**config.mk**
```make
export PLATFORM = sky130hd
export DESIGN_NAME = cwd_config_decoder
export DESIGN_NICKNAME = d
export VERILOG_FILES = /design/src/verilog/cwd_pkg.sv /design/src/verilog/cwd_config_decoder.sv
export SDC_FILE = /design/constraint.sdc
export NUM_CORES = 1
export LEC_CHECK = 0
export BUFFER_PORTS_ARGS = -buffer_cell sky130_fd_sc_hd__buf_4
export CORE_ASPECT_RATIO = 0.5
export CORE_MARGIN = 10
export CORE_UTILIZATION = 50
export DETAILED_ROUTE_END_ITERATION = 10
export PLACE_DENSITY = 0.8
export SYNTH_ARGS = -nofsm -noshare
export SYNTH_HDL_FRONTEND = slang
export SYNTH_SLANG_ARGS = --single-unit
```
**constraint.sdc**
```tcl
create_clock -name clk_sys -period 2.7 [get_ports clk_sys]
set_input_delay 0.675 -clock clk_sys [delete_from_list [all_inputs] [get_ports clk_sys]]
set_output_delay 0.675 -clock clk_sys [all_outputs]
set_load 0.01 [all_outputs]
```
**src/verilog/cwd_pkg.sv**
```systemverilog
// Constants and carriers for the configuration word decoder
package cwd_pkg;

    // ==========================================================
    // Word layout
    localparam int WORD_W = 14;
    localparam logic [15:0] ADDR_WORD_ONE = 16'h8007;
    localparam logic [15:0] ADDR_WORD_TWO = 16'h8008;
    localparam logic [13:0] BLANK_WORD = 14'h3fff;
    // Unimplemented bits of word two read as one
    localparam logic [13:0] WORD_TWO_UNIMPL = 14'h00dc;

    // Word one fields
    localparam int W1_FCM = 13;
    localparam int W1_SWITCH = 12;
    localparam int W1_CKO = 11;
    localparam int W1_BOR_HI = 10;
    localparam int W1_BOR_LO = 9;
    localparam int W1_DATA_LOCK = 8;
    localparam int W1_PROG_LOCK = 7;
    localparam int W1_RPS = 6;
    localparam int W1_PWRT = 5;
    localparam int W1_WDT_HI = 4;
    localparam int W1_WDT_LO = 3;
    localparam int W1_OSC_HI = 2;
    // Word two fields
    localparam int W2_LOW_VOLT = 13;
    localparam int W2_DBG = 12;
    localparam int W2_LPB = 11;
    localparam int W2_TRIP = 10;
    localparam int W2_STK = 9;
    localparam int W2_PLL = 8;
    localparam int W2_REG_CAP = 5;
    localparam int W2_WRT_HI = 1;
    // Self-write protect tops; field value 3 protects nothing
    localparam logic [1:0]  WRT_OFF = 2'h3;
    localparam logic [11:0] WP_TOP_NONE = 12'h000;
    localparam logic [11:0] WP_TOP_512 = 12'h1ff;
    localparam logic [11:0] WP_TOP_1K = 12'h3ff;
    localparam logic [11:0] WP_TOP_2K = 12'h7ff;
    localparam logic [11:0] WP_TOP_4K = 12'hfff;

    // ==========================================================
    // Wishbone register map, byte addresses
    localparam logic [7:0] REG_WORD_ONE = 8'h00;
    localparam logic [7:0] REG_WORD_TWO = 8'h04;
    localparam logic [7:0] REG_PROG_CTRL = 8'h08;
    localparam logic [7:0] REG_PROG_DATA = 8'h0c;
    localparam logic [7:0] REG_STATUS = 8'h10;
    // Control bits
    localparam int CTL_GO = 0;
    localparam int CTL_WRITE = 1;
    localparam int CTL_SEL_TWO = 2;
    localparam int CTL_BULK = 3;
    localparam int CTL_LOW_VOLT_ENTRY = 4;

    localparam logic [2:0] XTAL_LOW = 3'h0;
    localparam logic [2:0] XTAL_STD = 3'h1;
    localparam logic [2:0] XTAL_FAST = 3'h2;

    typedef enum logic [1:0] {
        MODE_OFF  = 2'h0,
        MODE_SW   = 2'h1,
        MODE_WAKE = 2'h2,
        MODE_ON   = 2'h3
    } cwd_mode_type;

    typedef enum logic [2:0] {
        OSC_LOW_POWER_XTAL = 3'h0, OSC_STD_XTAL = 3'h1, OSC_HS_XTAL = 3'h2, OSC_EXT_RC = 3'h3,
        OSC_INTERNAL = 3'h4, OSC_EXT_LOW = 3'h5, OSC_EXT_MED = 3'h6, OSC_EXT_HIGH = 3'h7
    } cwd_osc_type;

    typedef struct packed {
        logic         clockMonitorEn;
        logic         switchoverEn;
        logic         clockOutEn;
        logic         oscPinIsIo;
        cwd_mode_type brownoutMode;
        logic         dataProtect;
        logic         programProtect;
        logic         resetPinActive;
        logic         powerupTimerEn;
        cwd_mode_type watchdogMode;
        cwd_osc_type  oscSelect;
        logic         lowVoltProgEn;
        logic         debuggerEn;
        logic         lowPowerBorEn;
        logic         borLowTrip;
        logic         stackFaultReset;
        logic         pll_enable;
        logic         regCapOnPin;
        logic [11:0]  writeProtectTop;
        logic         writeProtectAny;
    } cwd_opts_type;

endpackage : cwd_pkg

```
**src/verilog/cwd_config_decoder.sv**
```systemverilog
// Configuration word holder, programmer port and option decoder
//
// The implementer's own choice: the Wishbone slave port.
`timescale 1ns/1ps

// ==========================================================
// What this block does
// - two 14-bit words at 8007h and 8008h
// - blank, erased and unimplemented bits read one
// - bit 13 enables clock monitor and switchover
// - word one bit 12 enables two-speed switchover
// - clock-out bit ignored in crystal modes
// - brown-out field selects four modes
// - data-protect bit zero enables EEPROM protection
// - program protect blocks external writes, reads zero
// - reset pin select ignored under low-voltage programming
// - power-up timer enabled when bit five zero
// - watchdog field selects four modes
// - oscillator field selects eight clock sources
// - bulk erase clears flash, EEPROM, configuration
// - low-voltage enable cannot clear in LV entry
// - debug bit zero dedicates programming pins
// - word two bit 11 zero enables low-power BOR
// - trip bit one low threshold, zero high
// - stack fault reset when bit nine set
// - bit eight enables four-times PLL
// - bit five zero puts regulator cap on pin
// - 2K variant write-protect ranges by field
// - 4K variant write-protect ranges by field
// - data protect blocks external EEPROM access only
module cwd_config_decoder #(
    parameter bit LARGE_FLASH = 1'b1
) (
    input  wire logic                  clk_sys,
    input  wire logic                  rst_n,
    // Nonvolatile words presented by the flash array
    input  wire logic [13:0]           nvWordOne,
    input  wire logic [13:0]           nvWordTwo,
    // Programming mode is active
    input  wire logic                  progModeActive,
    // Classic Wishbone slave
    input  wire logic [7:0]            wb_adr_i,
    input  wire logic [31:0]           wb_dat_i,
    input  wire logic [3:0]            wb_sel_i,
    input  wire logic                  wb_we_i,
    input  wire logic                  wb_cyc_i,
    input  wire logic                  wb_stb_i,
    output logic [31:0]                wb_dat_o,
    output logic                       wb_ack_o,
    output logic                       wb_err_o,
    // Decoded options
    output cwd_pkg::cwd_opts_type      options,
    // Protection gating for external access paths
    output logic                       extProgWriteBlock,
    output logic                       extProgReadZero,
    output logic                       extEepromBlock,
    // Bulk erase pulse to program flash and EEPROM
    output logic                       bulkErasePulse
);

    // ==========================================================
    // Elaboration checks
    // Field positions assume the fourteen-bit word
    if (cwd_pkg::WORD_W != 14) begin : g_width_check
        $error("word width must be fourteen");
    end

    // ==========================================================
    // State
    logic [13:0] wordOne_ff, nxt_wordOne;
    logic [13:0] wordTwo_ff, nxt_wordTwo;
    logic        loaded_ff, nxt_loaded;
    logic        progSync1_ff, progSync_ff;
    logic        progMode_ff, nxt_progMode;
    logic [4:0]  ctrl_ff, nxt_ctrl;
    logic [13:0] progData_ff, nxt_progData;
    logic        refused_ff, nxt_refused;
    logic [31:0] rdata_ff, nxt_rdata;
    logic        ack_ff, nxt_ack;
    logic        err_ff, nxt_err;
    logic        erase_ff, nxt_erase;
    cwd_pkg::cwd_opts_type opts_ff, nxt_opts;
    logic        blkW_ff, nxt_blkW;
    logic        rdZero_ff, nxt_rdZero;
    logic        blkE_ff, nxt_blkE;

    // ==========================================================
    // Synchroniser
    // Pin-level mode flag from outside the clock domain
    // Only the second stage feeds logic
    always_ff @(posedge clk_sys or negedge rst_n) begin
        if (!rst_n) begin
            progSync1_ff <= 1'b0;
            progSync_ff  <= 1'b0;
        end else begin
            progSync1_ff <= progModeActive;
            progSync_ff  <= progSync1_ff;
        end
    end

    // ==========================================================
    // Word storage and programmer commands
    logic        busReq;
    logic        validAdr;
    logic [13:0] wrWord;
    logic [13:0] progValue;

    always_comb begin
        // Registered answer keeps ack off the address path
        busReq = wb_cyc_i && wb_stb_i && !ack_ff && !err_ff;
        case (wb_adr_i)
            cwd_pkg::REG_WORD_ONE,
            cwd_pkg::REG_WORD_TWO,
            cwd_pkg::REG_PROG_CTRL,
            cwd_pkg::REG_PROG_DATA,
            cwd_pkg::REG_STATUS: validAdr = 1'b1;
            default:             validAdr = 1'b0;
        endcase
        nxt_wordOne = wordOne_ff;
        nxt_wordTwo = wordTwo_ff;
        nxt_loaded = 1'b1;
        nxt_progMode = progSync_ff;
        nxt_ctrl = ctrl_ff;
        nxt_progData = progData_ff;
        nxt_refused = refused_ff;
        nxt_erase = 1'b0;
        nxt_ack = 1'b0;
        nxt_err = 1'b0;
        nxt_rdata = 32'h0000_0000;
        wrWord = 14'h0000;
        progValue = 14'h0000;
        // capture words once after reset release
        if (!loaded_ff) begin
            nxt_wordOne = nvWordOne;
            nxt_wordTwo = nvWordTwo | cwd_pkg::WORD_TWO_UNIMPL;
        end
        if (busReq) begin
            nxt_ack = validAdr;
            nxt_err = !validAdr;
            if (wb_we_i && wb_sel_i[0] && wb_adr_i == cwd_pkg::REG_PROG_CTRL) begin
                nxt_ctrl = wb_dat_i[4:0];
            end
            if (wb_we_i && wb_adr_i == cwd_pkg::REG_PROG_DATA) begin
                if (wb_sel_i[0]) begin
                    nxt_progData[7:0] = wb_dat_i[7:0];
                end
                if (wb_sel_i[1]) begin
                    nxt_progData[13:8] = wb_dat_i[13:8];
                end
            end
            if (!wb_we_i) begin
                case (wb_adr_i)
                    cwd_pkg::REG_WORD_ONE:  nxt_rdata = {18'h00000, wordOne_ff};
                    cwd_pkg::REG_WORD_TWO:  nxt_rdata = {18'h00000, wordTwo_ff};
                    cwd_pkg::REG_PROG_CTRL: nxt_rdata = {27'h0000000, ctrl_ff};
                    cwd_pkg::REG_PROG_DATA: nxt_rdata = {18'h00000, progData_ff};
                    cwd_pkg::REG_STATUS:    nxt_rdata = {29'h00000000, refused_ff, progMode_ff, loaded_ff};
                    default:                nxt_rdata = 32'h0000_0000;
                endcase
            end
        end
        // Programmer command executes one cycle after go is written
        if (ctrl_ff[cwd_pkg::CTL_GO]) begin
            // Go self-clears so a command runs once
            nxt_ctrl[cwd_pkg::CTL_GO] = 1'b0;
            if (!progMode_ff) begin
                nxt_refused = 1'b1;
            end else if (ctrl_ff[cwd_pkg::CTL_BULK]) begin
                // bulk erase restores every bit to blank
                // Protection lifts one cycle after the erase pulse
                nxt_wordOne = cwd_pkg::BLANK_WORD;
                nxt_wordTwo = cwd_pkg::BLANK_WORD;
                nxt_erase = 1'b1;
                nxt_refused = 1'b0;
            end else if (ctrl_ff[cwd_pkg::CTL_WRITE]) begin
                // Programming only clears bits
                wrWord = ctrl_ff[cwd_pkg::CTL_SEL_TWO] ? wordTwo_ff : wordOne_ff;
                wrWord = wrWord & progData_ff;
                nxt_refused = 1'b0;
                if (ctrl_ff[cwd_pkg::CTL_SEL_TWO]) begin
                    // low-voltage enable held while entered that way
                    // Refusal keeps the bit and flags status
                    if (ctrl_ff[cwd_pkg::CTL_LOW_VOLT_ENTRY] && !progData_ff[cwd_pkg::W2_LOW_VOLT]) begin
                        wrWord[cwd_pkg::W2_LOW_VOLT] = 1'b1;
                        nxt_refused = 1'b1;
                    end
                    nxt_wordTwo = wrWord | cwd_pkg::WORD_TWO_UNIMPL;
                end else begin
                    nxt_wordOne = wrWord;
                end
            end else begin
                progValue = ctrl_ff[cwd_pkg::CTL_SEL_TWO] ? wordTwo_ff : wordOne_ff;
                nxt_progData = progValue;
            end
        end
    end

    always_ff @(posedge clk_sys or negedge rst_n) begin
        if (!rst_n) begin
            wordOne_ff  <= cwd_pkg::BLANK_WORD;
            wordTwo_ff  <= cwd_pkg::BLANK_WORD;
            loaded_ff   <= 1'b0;
            progMode_ff <= 1'b0;
            ctrl_ff     <= 5'h00;
            progData_ff <= cwd_pkg::BLANK_WORD;
            refused_ff  <= 1'b0;
            rdata_ff    <= 32'h0000_0000;
            ack_ff      <= 1'b0;
            err_ff      <= 1'b0;
            erase_ff    <= 1'b0;
        end else begin
            wordOne_ff  <= nxt_wordOne;
            wordTwo_ff  <= nxt_wordTwo;
            loaded_ff   <= nxt_loaded;
            progMode_ff <= nxt_progMode;
            ctrl_ff     <= nxt_ctrl;
            progData_ff <= nxt_progData;
            refused_ff  <= nxt_refused;
            rdata_ff    <= nxt_rdata;
            ack_ff      <= nxt_ack;
            err_ff      <= nxt_err;
            erase_ff    <= nxt_erase;
        end
    end

    // ==========================================================
    // Option decode
    logic       crystalMode;
    logic [2:0] oscField;

    always_comb begin
        // Options follow a word change one cycle later
        nxt_opts = opts_ff;
        oscField = wordOne_ff[cwd_pkg::W1_OSC_HI:0];
        crystalMode = (oscField == cwd_pkg::XTAL_LOW) ||
                      (oscField == cwd_pkg::XTAL_STD) ||
                      (oscField == cwd_pkg::XTAL_FAST);
        nxt_opts.clockMonitorEn = wordOne_ff[cwd_pkg::W1_FCM];
        nxt_opts.switchoverEn = wordOne_ff[cwd_pkg::W1_SWITCH] | wordOne_ff[cwd_pkg::W1_FCM];
        // crystal modes keep pin for oscillator
        nxt_opts.clockOutEn = !crystalMode && !wordOne_ff[cwd_pkg::W1_CKO];
        nxt_opts.oscPinIsIo = !crystalMode && wordOne_ff[cwd_pkg::W1_CKO];
        nxt_opts.brownoutMode = cwd_pkg::cwd_mode_type'(wordOne_ff[cwd_pkg::W1_BOR_HI:cwd_pkg::W1_BOR_LO]);
        nxt_opts.dataProtect = !wordOne_ff[cwd_pkg::W1_DATA_LOCK];
        nxt_opts.programProtect = !wordOne_ff[cwd_pkg::W1_PROG_LOCK];
        // low-voltage programming keeps reset pin active
        nxt_opts.resetPinActive = wordTwo_ff[cwd_pkg::W2_LOW_VOLT] | wordOne_ff[cwd_pkg::W1_RPS];
        nxt_opts.powerupTimerEn = !wordOne_ff[cwd_pkg::W1_PWRT];
        nxt_opts.watchdogMode = cwd_pkg::cwd_mode_type'(wordOne_ff[cwd_pkg::W1_WDT_HI:cwd_pkg::W1_WDT_LO]);
        nxt_opts.oscSelect = cwd_pkg::cwd_osc_type'(wordOne_ff[cwd_pkg::W1_OSC_HI:0]);
        nxt_opts.lowVoltProgEn = wordTwo_ff[cwd_pkg::W2_LOW_VOLT];
        nxt_opts.debuggerEn = !wordTwo_ff[cwd_pkg::W2_DBG];
        nxt_opts.lowPowerBorEn = !wordTwo_ff[cwd_pkg::W2_LPB];
        nxt_opts.borLowTrip = wordTwo_ff[cwd_pkg::W2_TRIP];
        nxt_opts.stackFaultReset = wordTwo_ff[cwd_pkg::W2_STK];
        nxt_opts.pll_enable = wordTwo_ff[cwd_pkg::W2_PLL];
        nxt_opts.regCapOnPin = !wordTwo_ff[cwd_pkg::W2_REG_CAP];
        nxt_opts.writeProtectAny = wordTwo_ff[cwd_pkg::W2_WRT_HI:0] != cwd_pkg::WRT_OFF;
        if (LARGE_FLASH) begin
            case (wordTwo_ff[cwd_pkg::W2_WRT_HI:0])
                2'h2:    nxt_opts.writeProtectTop = cwd_pkg::WP_TOP_512;
                2'h1:    nxt_opts.writeProtectTop = cwd_pkg::WP_TOP_2K;
                2'h0:    nxt_opts.writeProtectTop = cwd_pkg::WP_TOP_4K;
                default: nxt_opts.writeProtectTop = cwd_pkg::WP_TOP_NONE;
            endcase
        end else begin
            case (wordTwo_ff[cwd_pkg::W2_WRT_HI:0])
                2'h2:    nxt_opts.writeProtectTop = cwd_pkg::WP_TOP_512;
                2'h1:    nxt_opts.writeProtectTop = cwd_pkg::WP_TOP_1K;
                2'h0:    nxt_opts.writeProtectTop = cwd_pkg::WP_TOP_2K;
                default: nxt_opts.writeProtectTop = cwd_pkg::WP_TOP_NONE;
            endcase
        end
    end

    always_ff @(posedge clk_sys or negedge rst_n) begin
        // All zero in reset, then decoded from the blank words until the words land
        if (!rst_n) begin
            opts_ff <= '0;
        end else begin
            opts_ff <= nxt_opts;
        end
    end

    // ==========================================================
    // Protection gating
    // Own group so the external paths can be
    // retimed without touching the options
    always_comb begin
        // external program path blocked, reads zero
        nxt_blkW = !wordOne_ff[cwd_pkg::W1_PROG_LOCK];
        nxt_rdZero = !wordOne_ff[cwd_pkg::W1_PROG_LOCK];
        // external EEPROM path blocked, CPU path untouched
        nxt_blkE = !wordOne_ff[cwd_pkg::W1_DATA_LOCK];
    end

    always_ff @(posedge clk_sys or negedge rst_n) begin
        if (!rst_n) begin
            blkW_ff   <= 1'b0;
            rdZero_ff <= 1'b0;
            blkE_ff   <= 1'b0;
        end else begin
            blkW_ff   <= nxt_blkW;
            rdZero_ff <= nxt_rdZero;
            blkE_ff   <= nxt_blkE;
        end
    end

    // ==========================================================
    // Outputs
    // Every output is a register, no logic after the flops
    assign wb_dat_o = rdata_ff;
    assign wb_ack_o = ack_ff;
    assign wb_err_o = err_ff;
    assign options = opts_ff;
    assign extProgWriteBlock = blkW_ff;
    assign extProgReadZero = rdZero_ff;
    assign extEepromBlock = blkE_ff;
    assign bulkErasePulse = erase_ff;

endmodule : cwd_config_decoder

```
==> out/results.tsv, run 1 <==
metric	value	unit
synth_area	4410	um2
grt_pass1_wl	18300	um
p_leak	2.59	nW
core-area	8650	um2
tns	0	ns
cp.depth	5	
use_met1	21.7	%
worstPathRequired	2.94	ns
relSlewSlack	44.4	%
crit_path_max_incr_delay	0.59	ns
synth_seq_cells	95	
fin_crit	2.26	ns
yosysSeqAreaShare	55.0	%
setup_slack	0.441	ns
clk_latency	0.36	ns
p_per_area	597	nW/um2
cp_max_fo	5	
avgSynthCellArea	11.6	um2
cts_setup_buffers	0	
dpl_cell_area	5220	um2
cts_tree	built	
drive_above_1_share	42.9	%
drc	0	
ir_drop	356	uV
yosys_warnings	0	
clock_path_buffers	2	
layout.cells.non_filler	599	
rsz0062_at_grt	no	
finalHoldViolations	0	
areaGrowthSynthToFinish	25.3	%
cp-end-kind	register	
fp.dieW	153	um
max_clock_freq	0.443	GHz
cp_top_family	simple AND/OR/NAND/NOR gates	
nets	555	
synth_cell_types	42	
clkSlewWorstSetupHoldPaths	0.06	ns
grt_util_met3	5.44	%
synth_top_family_by_area	multiplexers	
cp.buffers_inverters	1	
worst_pin_slew	0.832	ns
ant_nets	0	
use_met2	28.6	%
worstSetupPathType	in2reg	
totalPowerFinal	0.00330	W
antenna_found_initial	0	
die_y	86.4	um
grt-busiest-layer	met2	
dp_cells	583	
cp_slowest_cell	or4b_4	
grt_pass1_vias	3474	
regToRegSetupSlack	0.72	ns
status	complete, no violations	
place_congestion	0.790	
via_per_inst	5.30	
synth_compound_area_share	10.8	%
drt-total-wl	11300	um
via_count	3176	
grt_use_total	17.4	%
cts-buffers-inserted	9	
fillCellCount	673	
synth-simple-area-share	10.7	%
synthAdderAreaFrac	0	%
synth-xor-area-share	0	%
setup_viol	0	
postLayoutCellArea	5530	um2
finalMaxSlewViolations	0	
drt_pre_antenna_iters	5	
drtIter0Drc	226	
cts.sinks	95	
synth_edf_count	0	
rows	24	
ys.flop_type	dfrtp_1	
wl_per_cell	18.9	um
holdCritPathClass	in2async	
dieArea	13200	um2
cts_hold_buf	0	
skew	0.00810	ns
dp_slack	0.0834	ns
initial_core_util	51.0	%
io_pins	151	
synthMuxAreaShare	15.2	%
reg2reg_depth	4	
grt_max_degree	44	
dp_hpwl	8130	um
ctsRootBufferMaster	clkbuf_16	
worst_path_most_repeated_cell	or3_1	
startpoint_type	input port	
period_share	83.7	%
max-cap-violations	0	
ys_async_sr_fraction	100	%
io_buffers	107	
path_cells	buf_4 -> or3_1 -> or3_1 -> or4b_4 -> mux2_4	
cp.arrival	2.50	ns
cts_max_level	3	
syn_inst	381	
grt_overflow	0	
cts_resized	0	
antennaDiodeCount	0	
## cells in the mapped netlist, types with 7 or more instances
master	number	share of area, %
mux2_2	7	1.8
dfstp_2	42	25
inv_1	11	0.94
or2_2	9	1.3
nor2_1	35	3.0
buf_4	30	5.1
mux2i_1	42	9.5
nor2b_1	10	1.4
clkbuf_1	16	1.4
a22oi_1	17	2.9
o21ai_0	8	0.91
a21oi_1	37	4.2
nand2_1	7	0.60
dfrtp_1	53	30
## through the flow
step | hold WS [ns] | util [%]
final | 0.305 | 63.9
after global routing | 0.341 | 63.9
after CTS | 0.322 | 63.9
after detailed placement | 0.336 | 60.4
after global placement | 0.334 | 60.4
after floorplan | 0.331 | -
## routing by layer
| metal | wire (um) | part of all wire, % |
|---|---|---|
| met4 | 149 | 1.3 |
| met1 | 4860 | 43 |
| met2 | 5510 | 49 |
| met5 | 0 | 0 |
| met3 | 794 | 7.0 |
## cells by family (layout without fill, tap and decap cells)
family	Yosys count	after routing
flip-flops	95	95
AND/OR/NAND/NOR	86	86
AO/OA/AOI/OAI	77	77
buffers and inverters	63	147
multiplexers	58	58
other	2	19
## report_power, final
group / leakage, nW / internal [W] / total (W) / switching, W
logic: 1.34 / 0.000209 / 0.000406 / 0.000197
clock network: 0.145 / 0.000745 / 0.00130 / 0.000553
registers: 1.11 / 0.00153 / 0.00159 / 0.0000612
## cells in the final DEF (no fill, tap or decap), types with 2 or more instances in the layout
master / netlist / final
nand2_1: 7 / 7
dfrtp_1: 53 / 53
a21oi_1: 37 / 37
or3_1: 3 / 3
a221o_1: 4 / 4
and2_1: 2 / 2
nand4_1: 2 / 2
mux4_2: 5 / 5
o21ai_0: 8 / 8
nand2b_1: 4 / 4
nand3_1: 3 / 3
conb_1: 2 / 19
a22oi_1: 17 / 17
buf_4: 30 / 119
nor2b_1: 10 / 10
or2_2: 9 / 9
dfstp_2: 42 / 42
a31oi_1: 2 / 2
mux2i_1: 42 / 42
clkinvlp_4: 0 / 2
nor2_1: 35 / 35
inv_1: 11 / 11
mux2_2: 7 / 7
clkbuf_16: 0 / 9
a211oi_1: 5 / 5
mux2_4: 4 / 4
## sequential cells by signal (all words and copies together) (netlist names), 5 cells and up
register and flops:
wordTwo_ff 14, progData_ff 14, wb_dat_o 14, wordOne_ff 14
ctrl_ff 5, options 24
## final cells by class
cell class,instances,area (um2),share of cell area (%)
Multi-Input combinational cell,240,1690,30.6
Sequential cell,95,2430,43.9
Clock buffer,10,239,4.32
Clock inverter,6,67.6,1.22
Timing Repair Buffer,120,913,16.5
Tap cell,117,146,2.65
Inverter,11,41.3,0.747
## path summary, 6_finish.rpt
check                                                 end                    from
worst min register to register     nxt_progMode$_DFF_PN0_  progSync1_ff$_DFF_PN0_
worst max register to register     ctrl_ff[1]$_DFFE_PN0P_      wb_err_o$_DFF_PN0_
worst max-delay path               ctrl_ff[1]$_DFFE_PN0P_             wb_adr_i[1]
worst min-delay path            extProgReadZero$_DFF_PN0_                   rst_n
max in group asynchronous        progData_ff[5]$_DFF_PN1_                   rst_n
min in group clk_sys               nxt_progMode$_DFF_PN0_  progSync1_ff$_DFF_PN0_
Power figures use the tool's default switching activity.
==> run 2, diff against run 1 <==
- CORE_UTILIZATION: 50 -> 45
- PLACE_DENSITY: 0.8 -> 0.76
- clock period: 2.7 -> 1.9 ns (I/O delays scaled with it)
==> out/results.tsv, run 2 (synthesized netlist as in run 1, its figures left out) <==
metric	value	unit	change
totalPowerFinal	0.00481	W	+46%
nets	564		+1.6%
worstPathRequired	2.12	ns	-0.82 ns
finalMaxSlewViolations	0		unchanged
io_pins	151		unchanged
tns	-0.366	ns	-0.366 ns
wl_per_cell	18.4	um	-2.8%
areaGrowthSynthToFinish	29.2	%	
grt_use_total	15.7	%	-1.8 points
finalHoldViolations	0		unchanged
fin_crit	2.00	ns	
startpoint_type	input port		
largest_reg_flops	24		unchanged
fp.dieW	160	um	+4.7%
max_clock_freq	0.501	GHz	
postLayoutCellArea	5700	um2	+3.1%
grt_pass1_wl	18300	um	about the same
skew	0.00827	ns	+0.000167 ns
max-cap-violations	0		unchanged
cts_max_level	3		unchanged
grt_overflow	0		unchanged
switchingPower	0.00109	W	+34%
cts.sinks	95		unchanged
drc	0		unchanged
clock_path_buffers	2		unchanged
place_congestion	0.836		+5.9%
grt_pass1_vias	3496		+0.63%
grt_max_degree	44		unchanged
relSlewSlack	41.0	%	-3.4 points
via_count	3250		+2.3%
antenna_found_initial	0		unchanged
ctsRootBufferMaster	clkbuf_16		
die_y	90.0	um	+4.2%
drive_above_1_share	44.0	%	+1.0 points
reg2reg_depth	4		unchanged
regToRegSetupSlack	-0.03	ns	-0.75 ns
pwr-share-seq	47.2	%	-1.1 points
dpl_cell_area	5320	um2	+1.9%
hold_depth	1		
setup_viol	4		+4
cp_max_fo	5		unchanged
rsz0062_at_grt	yes		
comb_power_share	12.5	%	+0.2 points
clk_latency	0.34	ns	-0.02 ns
cp-end-kind	register		
cts-buffers-inserted	9		unchanged
ir_drop	502	uV	+41%
drtIter0Drc	325		+44%
setup_slack	-0.0950	ns	-0.536 ns
worstSetupPathType	in2reg		
worst_pin_slew	0.883	ns	+0.0514 ns
p_leak	2.67	nW	+2.8%
status	finished, violations left		
power_frac_clock	40.3	%	+0.9 points
period_share	105	%	
holdWs	0.243	ns	-0.0616 ns
intPower	0.00372	W	+49%
layout_commonest_cell	buf_4		
io_buffers	107		unchanged
p_per_area	843	nW/um2	+41%
clkSlewWorstSetupHoldPaths	0.06	ns	about the same
initial_core_util	46.4	%	-4.6 points
via_per_inst	5.19		-2.1%
core-area	9510	um2	+10%
dieArea	14400	um2	+9.1%
violations	setup timing		
drt-total-wl	11500	um	+1.6%
cts_tree	built		
startpoint	wb_adr_i[0]		
cp.arrival	2.22	ns	-0.28 ns
rows	25		+4.2%
netSwitchingFraction	22.7	%	-1.9 points
final_cell_mix	buf_4 (122), dfrtp_1 (53), mux2i_1 (42), dfstp_2 (42), a21oi_1 (37)		
hold_start	progModeActive		
ant_nets	0		unchanged
dp_hpwl	8280	um	+1.9%
post-route-util	60.0	%	-4.0 points
drt_pre_antenna_iters	4		-1
holdCritPathClass	in2reg		
worstReg2RegStart	wb_err_o$_DFF_PN0_		
antennaDiodeCount	0		unchanged
run 2: cell types whose count changed in the layout (fill, tap and decap cells not counted), sizes merged:
| cell | before | now |
|---|---|---|
| clkbuf | 10 | 13 |
| inv | 12 | 11 |
| clkinvlp | 2 | 0 |
| buf | 120 | 128 |
| bufinv | 1 | 2 |
| dlygate4sd3 | 0 | 1 |
| clkinv | 2 | 1 |
run 2: critical path, cell delays in order:
cell	delay, ns
buf_6	0.09
or3_4	0.38
or3_4	0.40
or4b_4	0.55
mux2_4	0.32
run 2: worst paths after layout:
path / to
max in group asynchronous: wordTwo_ff[7]$_DFF_PN1_
min: progSync1_ff$_DFF_PN0_
min in group asynchronous: extProgReadZero$_DFF_PN0_
max reg2reg: ctrl_ff[4]$_DFFE_PN0P_
max: ctrl_ff[4]$_DFFE_PN0P_
min reg2reg: progMode_ff$_DFF_PN0_
run 2: routing by layer:
metal | wire length [um] | vias to the layer above | GRT usage, %
met5 | 0 | - | 0
met4 | 91 | 0 | 5.02
met3 | 1050 | 6 | 6.14
met2 | 5520 | 130 | 24.5
met1 | 4840 | 1614 | 19.5
li1 | - | 1500 | -
run 2: cell type report:
| cell class | instances | area [um2] |
|---|---|---|
| timing repair buffer | 129 | 1020 |
| sequential | 95 | 2430 |
| fill | 808 | 3810 |
| multi-input combinational | 240 | 1720 |
| tap | 135 | 169 |
| inverter | 11 | 41.3 |
| clock inverter | 3 | 65.1 |
| clock buffer | 13 | 260 |
run 2: power by group through the flow:
stage               Clock (W)  Sequential (W)  Combinational (W)
finish                0.00194         0.00227           0.000600
detailed placement          0         0.00230           0.000593
global route          0.00206         0.00229           0.000655
global placement            0         0.00229           0.000585
floorplan                   0         0.00230           0.000303
CTS                   0.00198         0.00227           0.000602
run 2: what timing repair did:
| action | CTS | global route |
|---|---|---|
| endpoints found under the setup margin | 5 | 4 |
| hold buffers | 1 | 0 |
| resized for setup | 3 | 2 |
| buffers inserted | 2 | 0 |
| pin swaps | 4 | 1 |
| hold endpoints to repair | 4 | 0 |
run 2: stage by stage:
stage	instances	worst slack [ns]
6_report	626	-0.0950
5_1_grt	626	-0.108
4_1_cts	626	-0.0874
3_5_place_dp	607	-0.499
3_3_place_gp	607	-0.485
2_1_floorplan	398	-0.413
